File: src/rtl/debug_request_pkg.sv
// package of constants for the debug request handshake block
package debug_request_pkg;

  // register offsets on the plain register port
  localparam logic [3:0] OFS_STATUS    = 4'h0; // debug status and control
  localparam logic [3:0] OFS_AUTH      = 4'h1; // authentication status
  localparam logic [3:0] OFS_INBOUND   = 4'h2; // inbound transfer register
  localparam logic [3:0] OFS_OUTBOUND  = 4'h3; // outbound transfer register
  localparam logic [3:0] OFS_ROMBASE   = 4'h4; // rom table base
  localparam logic [3:0] OFS_SELFOFS   = 4'h5; // self offset
  localparam logic [3:0] OFS_IRQSTAT   = 4'h6; // sticky event status
  localparam logic [3:0] OFS_IRQMASK   = 4'h7; // event mask
  localparam logic [3:0] OFS_CONTROL   = 4'h8; // halt restart and core side control

  // debug status field positions
  localparam int STAT_RXFULL     = 30;
  localparam int STAT_TXFULL     = 29;
  localparam int STAT_NSAUTH_HI  = 17;
  localparam int STAT_NSAUTH_LO  = 16;
  localparam int STAT_SAUTH_HI   = 15;
  localparam int STAT_SAUTH_LO   = 14;
  localparam int STAT_ACKCTL     = 10;
  localparam int STAT_METHOD_HI  = 5;
  localparam int STAT_METHOD_LO  = 2;
  localparam int STAT_HALTED     = 0;

  // debug entry method codes
  localparam logic [3:0] METHOD_NONE     = 4'h0;
  localparam logic [3:0] METHOD_EXTERNAL = 4'h4;

  // control register bits
  localparam int CTL_RESTART     = 0; // write 1 leaves debug state
  localparam int CTL_SECUSER     = 1; // core is in secure user mode
  localparam int CTL_SECURE_USER_INVASIVE_ENABLE      = 2; // secure user invasive enable

  // interrupt event bits
  localparam int EVT_HALTED      = 0;
  localparam int EVT_DONE        = 1;
  localparam int EVT_RXFULL      = 2;
  localparam int EVT_TXEMPTY     = 3;
  localparam int EVT_WIDTH       = 4;

  // drain time before entry completes
  localparam int DRAIN_NS        = 300;
  localparam int CLOCK_NS        = 100;
  localparam int DRAIN_CYCLES    = (DRAIN_NS + CLOCK_NS - 1) / CLOCK_NS;

  // handshake state machine, gray codes along the halt path
  typedef enum logic [1:0]
  {
    ST_RUN   = 2'b00,
    ST_DRAIN = 2'b01,
    ST_HALT  = 2'b11
  } halt_state_t;

endpackage

File: src/rtl/debug_request_handshake.sv
// debug request, acknowledge, comms flags and authentication status logic
// ----------------------------------------------------------------------
// ----------------------------------------------------------------------
`timescale 1ns/100ps
`default_nettype none
module debug_request_handshake
#(
  parameter int ADDR_W = 32,
  parameter int DRAIN  = debug_request_pkg::DRAIN_CYCLES
)
(
  input  wire logic              clock,
  input  wire logic              sys_rst,
  input  wire logic              external_halt_request,
  input  wire logic              invasive_debug_enable,
  input  wire logic              nonsecure_noninvasive_enable,
  input  wire logic              secure_invasive_enable,
  input  wire logic              secure_noninvasive_enable,
  input  wire logic [ADDR_W-1:0] rom_table_base,
  input  wire logic [ADDR_W-1:0] self_offset,
  input  wire logic              accessIdle,
  input  wire logic              coreRxRead,
  input  wire logic              coreTxWrite,
  input  wire logic [31:0]       coreTxData,
  input  wire logic [3:0]        regAddr,
  input  wire logic [31:0]       regWrData,
  input  wire logic              regWrite,
  input  wire logic              regRead,
  output var  logic [31:0]       regRdData,
  output var  logic              debug_acknowledge,
  output var  logic              debug_entry_done,
  output var  logic              receive_pending,
  output var  logic              transmit_ready,
  output var  logic              haltRequestCore,
  output var  logic              breakpointEnable,
  output var  logic              traceEnable,
  output var  logic [31:0]       coreRxData,
  output var  logic              irq
);

  // ----------------------------------------------------------------------
  // state and registers
  // ----------------------------------------------------------------------
  debug_request_pkg::halt_state_t state_r;
  debug_request_pkg::halt_state_t state_nxt;
  logic [3:0]            method_r;
  logic                  ackCtl_r;
  logic                  rxFull_r;
  logic                  txFull_r;
  logic [31:0]           inbound_r;
  logic [31:0]           outbound_r;
  logic [3:0]            auth_r;
  logic                  secUser_r;
  logic                  secure_user_invasive_enable_r;
  logic [debug_request_pkg::EVT_WIDTH-1:0] evtStat_r;
  logic [debug_request_pkg::EVT_WIDTH-1:0] evtMask_r;
  logic [debug_request_pkg::EVT_WIDTH-1:0] evtSet;
  logic                  drainDone;
  logic                  haltAllowed;
  logic                  restart;
  logic [31:0]           statusWord;

  // decode a write to one register
  function automatic logic wrHit(input logic [3:0] ofs);
    return regWrite && (regAddr == ofs);
  endfunction

  // ----------------------------------------------------------------------
  // halt gating and entry sequencing
  // ----------------------------------------------------------------------
  // halting events need invasive enable and, in secure user, secure enable
  assign haltAllowed = invasive_debug_enable
                     && !(secUser_r && !secure_invasive_enable);
  // restart strobe; a process, since a continuous assign misses the function's inputs
  always_comb
    restart = wrHit(debug_request_pkg::OFS_CONTROL)
              && regWrData[debug_request_pkg::CTL_RESTART];

  // next state of the entry sequence
  always_comb
  begin
    state_nxt = state_r;
    unique case (state_r)
      debug_request_pkg::ST_RUN:
        if (external_halt_request && haltAllowed)
          state_nxt = debug_request_pkg::ST_DRAIN;
      debug_request_pkg::ST_DRAIN:
        if (drainDone)
          state_nxt = debug_request_pkg::ST_HALT;
      debug_request_pkg::ST_HALT:
        if (restart)
          state_nxt = debug_request_pkg::ST_RUN;
      default:
        state_nxt = debug_request_pkg::ST_RUN;
    endcase
  end

  // state register
  always_ff @(posedge clock)
  begin
    if (sys_rst)
      state_r <= debug_request_pkg::ST_RUN;
    else
      state_r <= state_nxt;
  end

  // barrier drain: waits for idle accesses then a fixed window
  entry_drain_counter
  #(
    .COUNT      (DRAIN)
  )
  u_drain
  (
    .clock      (clock),
    .sys_rst    (sys_rst),
    .start      (state_r == debug_request_pkg::ST_RUN
                 && state_nxt == debug_request_pkg::ST_DRAIN),
    .accessIdle (accessIdle),
    .finished   (drainDone)
  );

  // entry method field captured on external entry
  always_ff @(posedge clock)
  begin
    if (sys_rst)
      method_r <= debug_request_pkg::METHOD_NONE;
    else if (state_r == debug_request_pkg::ST_RUN
             && state_nxt == debug_request_pkg::ST_DRAIN)
      method_r <= debug_request_pkg::METHOD_EXTERNAL;
  end

  // outputs of the handshake
  always_ff @(posedge clock)
  begin
    if (sys_rst)
    begin
      debug_acknowledge <= 1'b0;
      debug_entry_done  <= 1'b0;
      haltRequestCore   <= 1'b0;
    end
    else
    begin
      debug_acknowledge <= (state_nxt == debug_request_pkg::ST_HALT)
                         || ackCtl_nxt();
      debug_entry_done  <= (state_nxt == debug_request_pkg::ST_HALT);
      haltRequestCore   <= (state_nxt == debug_request_pkg::ST_DRAIN);
    end
  end

  // value the acknowledge control bit takes at the next edge
  function automatic logic ackCtl_nxt();
    if (wrHit(debug_request_pkg::OFS_STATUS))
      return regWrData[debug_request_pkg::STAT_ACKCTL];
    return ackCtl_r;
  endfunction

  // acknowledge control bit
  always_ff @(posedge clock)
  begin
    if (sys_rst)
      ackCtl_r <= 1'b0;
    else
      ackCtl_r <= ackCtl_nxt();
  end

  // ----------------------------------------------------------------------
  // communications channel
  // ----------------------------------------------------------------------
  // inbound register: debugger fills, core empties; a fill beats a drain
  always_ff @(posedge clock)
  begin
    if (sys_rst)
    begin
      rxFull_r  <= 1'b0;
      inbound_r <= 32'h0000_0000;
    end
    else if (wrHit(debug_request_pkg::OFS_INBOUND))
    begin
      rxFull_r  <= 1'b1;
      inbound_r <= regWrData;
    end
    else if (coreRxRead)
      rxFull_r  <= 1'b0;
  end

  // outbound register: core fills, debugger read drains; a fill wins
  always_ff @(posedge clock)
  begin
    if (sys_rst)
    begin
      txFull_r   <= 1'b0;
      outbound_r <= 32'h0000_0000;
    end
    else if (coreTxWrite)
    begin
      txFull_r   <= 1'b1;
      outbound_r <= coreTxData;
    end
    else if (regRead && regAddr == debug_request_pkg::OFS_OUTBOUND)
      txFull_r   <= 1'b0;
  end

  // channel flags follow the full bits in the same cycle as the status
  always_ff @(posedge clock)
  begin
    if (sys_rst)
    begin
      receive_pending <= 1'b0;
      transmit_ready  <= 1'b1;
      coreRxData      <= 32'h0000_0000;
    end
    else
    begin
      receive_pending <= wrHit(debug_request_pkg::OFS_INBOUND)
                       || (rxFull_r && !coreRxRead);
      transmit_ready  <= !(coreTxWrite || (txFull_r
                       && !(regRead && regAddr == debug_request_pkg::OFS_OUTBOUND)));
      coreRxData      <= wrHit(debug_request_pkg::OFS_INBOUND) ? regWrData : inbound_r;
    end
  end

  // ----------------------------------------------------------------------
  // authentication sampling and permissions
  // ----------------------------------------------------------------------
  // re-sample inputs each cycle so polling sees the current combination
  always_ff @(posedge clock)
  begin
    if (sys_rst)
    begin
      auth_r           <= 4'h0;
      breakpointEnable <= 1'b0;
      traceEnable      <= 1'b0;
    end
    else
    begin
      auth_r           <= {secure_invasive_enable, invasive_debug_enable,
                           secure_noninvasive_enable, nonsecure_noninvasive_enable};
      breakpointEnable <= invasive_debug_enable
                        && (secure_invasive_enable || !secUser_r);
      traceEnable      <= invasive_debug_enable || nonsecure_noninvasive_enable;
    end
  end

  // core mode and secure user invasive enable from the control register
  always_ff @(posedge clock)
  begin
    if (sys_rst)
    begin
      secUser_r <= 1'b0;
      secure_user_invasive_enable_r  <= 1'b0;
    end
    else if (wrHit(debug_request_pkg::OFS_CONTROL))
    begin
      secUser_r <= regWrData[debug_request_pkg::CTL_SECUSER];
      secure_user_invasive_enable_r  <= regWrData[debug_request_pkg::CTL_SECURE_USER_INVASIVE_ENABLE];
    end
  end

  // ----------------------------------------------------------------------
  // status word and interrupts
  // ----------------------------------------------------------------------
  // assemble the debug status view
  always_comb
  begin
    statusWord = 32'h0000_0000;
    statusWord[debug_request_pkg::STAT_RXFULL] = rxFull_r;
    statusWord[debug_request_pkg::STAT_TXFULL] = txFull_r;
    // non-secure pair: invasive and non-secure non-invasive
    statusWord[debug_request_pkg::STAT_NSAUTH_HI] = auth_r[2];
    statusWord[debug_request_pkg::STAT_NSAUTH_LO] = auth_r[2] | auth_r[0];
    // secure pair reads zero while invasive enable is low
    statusWord[debug_request_pkg::STAT_SAUTH_HI] = auth_r[2] & auth_r[3];
    statusWord[debug_request_pkg::STAT_SAUTH_LO] = auth_r[2] & (auth_r[3] | auth_r[1]);
    statusWord[debug_request_pkg::STAT_ACKCTL] = ackCtl_r;
    statusWord[debug_request_pkg::STAT_METHOD_HI:debug_request_pkg::STAT_METHOD_LO] = method_r;
    statusWord[debug_request_pkg::STAT_HALTED] = (state_r == debug_request_pkg::ST_HALT);
  end

  // events: entered debug, entry done, inbound filled, outbound emptied
  // outbound emptied is the drain itself, so a cleared bit does not re-arm while idle
  always_comb
    evtSet = {txFull_r && !coreTxWrite
                && regRead && regAddr == debug_request_pkg::OFS_OUTBOUND,
              wrHit(debug_request_pkg::OFS_INBOUND),
              drainDone,
              state_r == debug_request_pkg::ST_DRAIN && drainDone};

  // sticky status cleared by a read, a set in the same cycle wins
  always_ff @(posedge clock)
  begin
    if (sys_rst)
      evtStat_r <= '0;
    else if (regRead && regAddr == debug_request_pkg::OFS_IRQSTAT)
      evtStat_r <= evtSet;
    else
      evtStat_r <= evtStat_r | evtSet;
  end

  // mask register
  always_ff @(posedge clock)
  begin
    if (sys_rst)
      evtMask_r <= '0;
    else if (wrHit(debug_request_pkg::OFS_IRQMASK))
      evtMask_r <= regWrData[debug_request_pkg::EVT_WIDTH-1:0];
  end

  // level interrupt from registered status and mask
  always_ff @(posedge clock)
  begin
    if (sys_rst)
      irq <= 1'b0;
    else
      irq <= |(evtStat_r & evtMask_r);
  end

  // ----------------------------------------------------------------------
  // register read port
  // ----------------------------------------------------------------------
  // read data stands one cycle after the strobe, zero otherwise
  always_ff @(posedge clock)
  begin
    if (sys_rst)
      regRdData <= 32'h0000_0000;
    else if (regRead)
    begin
      unique case (regAddr)
        debug_request_pkg::OFS_STATUS:   regRdData <= statusWord;
        debug_request_pkg::OFS_AUTH:     regRdData <= {28'h0, auth_r};
        debug_request_pkg::OFS_INBOUND:  regRdData <= inbound_r;
        debug_request_pkg::OFS_OUTBOUND: regRdData <= outbound_r;
        debug_request_pkg::OFS_ROMBASE:  regRdData <= 32'(rom_table_base);
        debug_request_pkg::OFS_SELFOFS:  regRdData <= 32'(self_offset);
        debug_request_pkg::OFS_IRQSTAT:  regRdData <= {28'h0, evtStat_r};
        debug_request_pkg::OFS_IRQMASK:  regRdData <= {28'h0, evtMask_r};
        debug_request_pkg::OFS_CONTROL:  regRdData <= {29'h0, secure_user_invasive_enable_r, secUser_r, 1'b0};
        default:                         regRdData <= 32'h0000_0000;
      endcase
    end
    else
      regRdData <= 32'h0000_0000;
  end

endmodule
`default_nettype wire

File: src/rtl/entry_drain_counter.sv
// counts the drain window before debug entry completes
`timescale 1ns/100ps
`default_nettype none
module entry_drain_counter
#(
  parameter int COUNT = 3
)
(
  input  wire logic clock,
  input  wire logic sys_rst,
  input  wire logic start,
  input  wire logic accessIdle,
  output var  logic finished
);

  logic [7:0] count_r;
  logic       busy_r;

  // counts down once accesses have drained, then flags completion
  always_ff @(posedge clock)
  begin
    if (sys_rst)
    begin
      count_r  <= 8'h00;
      busy_r   <= 1'b0;
      finished <= 1'b0;
    end
    else if (start)
    begin
      count_r  <= COUNT[7:0];
      busy_r   <= 1'b1;
      finished <= 1'b0;
    end
    else if (busy_r && accessIdle)
    begin
      if (count_r <= 8'h01)
      begin
        busy_r   <= 1'b0;
        finished <= 1'b1;
      end
      else
      begin
        count_r <= count_r - 8'h01;
      end
    end
    else
    begin
      finished <= 1'b0;
    end
  end

endmodule
`default_nettype wire

File: config.mk
export PLATFORM = sky130hd
export DESIGN_NAME = debug_request_handshake
export DESIGN_NICKNAME = d
export VERILOG_FILES = /design/src/rtl/debug_request_pkg.sv /design/src/rtl/debug_request_handshake.sv /design/src/rtl/entry_drain_counter.sv
export SDC_FILE = /design/constraint.sdc
export NUM_CORES = 1
export LEC_CHECK = 0
export BUFFER_PORTS_ARGS = -buffer_cell sky130_fd_sc_hd__buf_2
export CORE_MARGIN = 8
export CORE_UTILIZATION = 48
export DETAILED_ROUTE_END_ITERATION = 10
export PLACE_DENSITY = 0.79
export SLEW_MARGIN = 20
export SYNTH_ARGS = -nofsm -noshare
export SYNTH_HDL_FRONTEND = slang
export SYNTH_SLANG_ARGS = --single-unit
File: constraint.sdc
create_clock -name clock -period 1.8 [get_ports clock]
set_input_delay 0.36 -clock clock [delete_from_list [all_inputs] [get_ports clock]]
set_output_delay 0.36 -clock clock [all_outputs]
set_load 0.01 [all_outputs]
* After elaboration in Yosys (flattened, before gate mapping)
Index checks and enable logic that the tools add are counted.
Word-level totals: register bits after elaboration 134, input bits 144, output and inout port bits 72
Operators by class: add/subtract/negate cells 1, order comparisons 1, equality and inequality tests 13, mux-type cells 21, bitwise operators 9, reductions and logical operators 44
Operators with widths (count):
- $pmux W32 S9 | 1
- $logic_and A1 B1 Y1 | 19
- $eq A4 B3 Y1 const B | 4
- $mux W1 | 12
- $mux W2 | 6
- $eq A4 B2 Y1 const B | 2
- $le A8 B1 Y1 const B | 1
- $reduce_bool A2 Y1 | 4
- $sub A8 B1 Y8 const B | 1
- $logic_not A1 Y1 | 7
- $pmux W2 S3 | 1
- $reduce_and A2 Y1 | 3
- $logic_or A1 B1 Y1 | 5
- $and A4 B4 Y4 | 1
- $eq A2 B1 Y1 const B | 2
- $eq A2 B2 Y1 const B | 2
- $eq A4 B1 Y1 const B | 1
- $eq A4 B4 Y1 const B | 1
- $logic_not A4 Y1 | 1
- $mux W4 | 1
- $or A4 B4 Y4 | 1
- $reduce_or A2 Y1 | 2
- $reduce_or A4 Y1 | 1
- $not A1 Y1 | 3
- other kinds (5) | 7

* Logic depth before layout (Yosys ltp)
word-level depth 11, mapped depth 8, gate-level depth less buffers 6

* Modules after synthesis
Synthesis repeated with hierarchy kept, for this count alone.
Second synthesis, totals: cell total of the unflattened synthesis 635, area, all modules 5863.1 um^2
By module, submodules not included:
- debug_request_handshake | times used 1, cells an instance 570, area an instance 5261.3 um^2, sequential area each 2482.4 um^2
- entry_drain_counter | times used 1, cells an instance 65, area an instance 601.8 um^2, sequential area each 200.2 um^2

* Worst setup path after synthesis
OpenSTA, ideal clock, no wires.
path type input to register, from input regAddr[2], to register regRdData[21], library setup time 70 ps, arrival time 1615 ps, required time 1730 ps, path slack 115 ps, cell stages on the path 7, buffers on the path 3, path through buf_4 > nor2b_1 > clkbuf_1 > nor3b_4 > buf_4 > a22oi_1 > a21oi_1
Between the ends: longest elaborated chain between the ends 2, elaborated cells on any way between the ends 10, classes of those cells eq/ne: 8; mux: 1; reduce/logical: 1
Ends and longest elaborated chain:
- start: declaration | line debug_request_handshake.sv:25 | input wire logic [3:0] regAddr,
- $eq A4 B4 Y1 (tied with other cells) | line debug_request_handshake.sv:327 | unique case (regAddr)
- $pmux W32 S9 (*) | line debug_request_handshake.sv:327
- end signal: assignment | line debug_request_handshake.sv:328 | debug_request_pkg::OFS_STATUS: regRdData <= statusWord;
- end signal: assignment | line debug_request_handshake.sv:329 | debug_request_pkg::OFS_AUTH: regRdData <= {28'h0, auth_r};
- end signal: assignment | line debug_request_handshake.sv:330 | debug_request_pkg::OFS_INBOUND: regRdData <= inbound_r;
- end: declaration | line debug_request_handshake.sv:29 | output var logic [31:0] regRdData,
Mark *: on every way between the ends. The rest lies on a longest branch, timed or not. A chain may end at the register's enable or synchronous reset.

* Worst setup path in the final report
from register u_drain.count_r[2], to register u_drain.count_r[3]
Between the ends: longest elaborated chain between the ends 3, elaborated cells on any way between the ends 4, classes of those cells add/sub: 1; order compare: 1; bitwise: 1; reduce/logical: 1
Ends and longest elaborated chain:
- start: declaration | line entry_drain_counter.sv:16 | logic [7:0] count_r;
- start signal: assignment | line entry_drain_counter.sv:30 | count_r <= COUNT[7:0];
- start signal: assignment | line entry_drain_counter.sv:43 | count_r <= count_r - 8'h01;
- $le A8 B1 Y1 | line entry_drain_counter.sv:36 | if (count_r <= 8'h01)
- $not A1 Y1 (no line)
- $reduce_and A2 Y1 (no line)
Parallel ways exist; a longest one is shown, timed or not.

==> out/qor.yml <==
clockRootBuffer: "clkbuf_8"
worstMarginPinSlew_ns: 0.555
grt.total_usage_pct: 24.9
fin_crit_ns: 1.70
finalSetupViolations: 0
worst_slack_ns: 0.100
regArea_um2: 2690
vias_per_cell: 5.73
critical_path_class: "reg -> reg"
cap_violations: 0
synth-async-reset-ratio_pct: 0
hold_viol: 0
timing.hold.ws_ns: 0.0617
grt_pass1_wl_um: 28700
core_um2: 10900
portBuffers: 215
synth.area.top_cells: "dfxtp_1 (50%), a22oi_1 (8.2%), mux2i_1 (7.8%)"
hpwl_um: 14400
maxSlewHeadroom_pct: 63.0
grt-ovfl-total: 0
ys_types: 50
clk_pin_slew_ns: 0.06
max_stage_delay_ns: 0.59
yosys_register_bits: 134
worstPathMaxFanout: 7
io_pins: 216
area.growth.synth_to_final_pct: 36.2
hp-class: "in -> reg"
dieArea_um2: 14900
synth_common_cells: "dfxtp_1 (134), nand2_1 (74), a21oi_1 (68), a22oi_1 (59), nor2_1 (49)"
grt_pass1_vias: 5542
ys_warn_count: 0
avgSynthCellArea_um2: 9.19
place_congestion: 0.930
synth_edf_count: 0
cts.sinks: 134
antenna_found_initial: 2
drt_iter0_drc: 581
synth_seq_area_share_pct: 49.8
syn_nets: 732
cts_setup_buffers: 0
crit_chain: "or4_4 -> o31ai_1 -> o21ai_0 -> a21oi_2"
post-synth-top-area-cell: "dfxtp_1"
rsz0062_at_grt: "false"
drv_slew: 0
fin_crit_sh_pct: 94.4
cts_tree: "done"
grt_max_degree: 52
ys_dominant_reg_cell: "dfxtp_1"
first_pass_iters: 5
fill_cells: 880
wl_per_cell_um: 19.9
ant_nets: 0
rows: 38
clock_latency_ns: 0.52
synthCells: 586
p_per_area_nw_per_um2: 942
dp_slack_ns: -0.0505
drt-total-wl_um: 19100
via_count: 5505
worst_path_max_delay_cell: "or4_4"
drc: 0
start_util_pct: 49.5
htree_num_levels: 4
drive_gt1_share_pct: 35.7
endpoint_kind: "register"
multi_input_area_um2: 2530
cp.required_ns: 2.25
fmax_mhz: 588
die_h_um: 122
yosysTopAreaCellShare_pct: 49.8
fin_cells: 960
peakVddDrop_v: 0.000677
dp.cells: 929
numCtsBuffers: 17
hold_buffers: 0
nets: 954
synth_most_common_cell: "dfxtp_1"
outcome: "finished, final reports clean"
r2r_slack_ns: 0.10
die_w_um: 122
cp.arrival_ns: 2.15
crit_path_start_kind: "register"
crit_buf_inv: 0
path_delay_family: "compound AO/OA/AOI/OAI gates"
leakagePower_nw: 3.27
clock_path_buffers: 2
synth_area_um2: 5390
fin_skew_ns: 0.00683
## registers in the layout, summed over array words and instances (netlist names), 2 cells and up
signal	cells
coreRxData	32
state_r	2
auth_r	4
evtMask_r	4
regRdData	32
evtStat_r	4
outbound_r	32
u_drain.count_r	8
## per-stage QoR
| step | TNS [ns] | instance area (µm²) | total power [mW] | utilization, % |
|---|---|---|---|---|
| after global routing | 0 | 7340 | 7.15 | 67.4 |
| after floorplan | 0 | 5390 | 3.47 | - |
| after detailed placement | -0.0505 | 6770 | 3.80 | 62.1 |
| final | 0 | 7340 | 6.91 | 67.4 |
| after CTS | 0 | 7310 | 6.93 | 67.1 |
| after global placement | 0 | 6770 | 3.78 | 62.1 |
## path summary, 6_finish.rpt
check,startpoint,endpoint,cells after the start
max,u_drain.count_r[2],u_drain.count_r[3],4
min,secure_noninvasive_enable,auth_r[1],2
max reg2reg,u_drain.count_r[2],u_drain.count_r[3],4
min reg2reg,method_r[2],method_r[2],2
## layer usage
metal	wire length (µm)	up-vias	part of all wire [%]	track usage [%]
li1	-	2542	-	-
met5	0	-	0	0
met4	727	0	3.8	14.3
met2	9280	306	49	40.9
met3	1960	68	10	8.65
met1	7150	2589	37	27.5
## placed cells by master, fill, tap and decap left out, types with 3 or more instances in the layout
cell type    n
buf_2      215
dfxtp_1    132
nand2_1     74
a21oi_1     66
a22oi_1     59
nor2_1      49
mux2i_1     42
buf_4       28
clkbuf_16   16
a31oi_1     13
nor2b_1     12
inv_1        9
o21ai_0      9
clkbuf_8     6
nand3_1      4
or3_1        4
and3_1       4
buf_12       4
and2_1       3
o31ai_1      3
nor3b_1      3
a32oi_1      3
nand2b_1     3
clkinv_2     3
clkbuf_1     3
## timing repair
action                     4_1_cts  5_1_grt
setup endpoints to repair        1        4
pin swaps                        0        3
resized for setup                1        7
## where the power goes
| group | internal (mW) | switching (mW) |
|---|---|---|
| logic | 0.297 | 0.339 |
| registers | 3.06 | 0.0614 |
| clock network | 1.98 | 1.17 |
## logic make-up (layout without fill, tap and decap cells)
logic type                 after synthesis  in the layout  synth area share [%]
xor gates and xnor gates                 3              3                 0.488
DFF                                    134            134                  49.8
AOI/OAI and AO/OA                      173            173                  21.0
muxes                                   42             42                  7.80
buffers and inverters                   53            285                  4.09
other                                    0              2                     0
adders and majority gates                2              2                 0.465
and+or+nand+nor                        179            179                  16.4
## area by class of cell
type	instances	area share, %
Clock inverter	4	0.614
Sequential cell	134	36.6
Inverter	9	0.461
Tap cell	140	2.39
Multi-Input combinational cell	399	34.5
Antenna cell	2	0.0682
Clock buffer	25	6.74
Timing Repair Buffer	247	18.6
(Power assumes the default switching activity.)
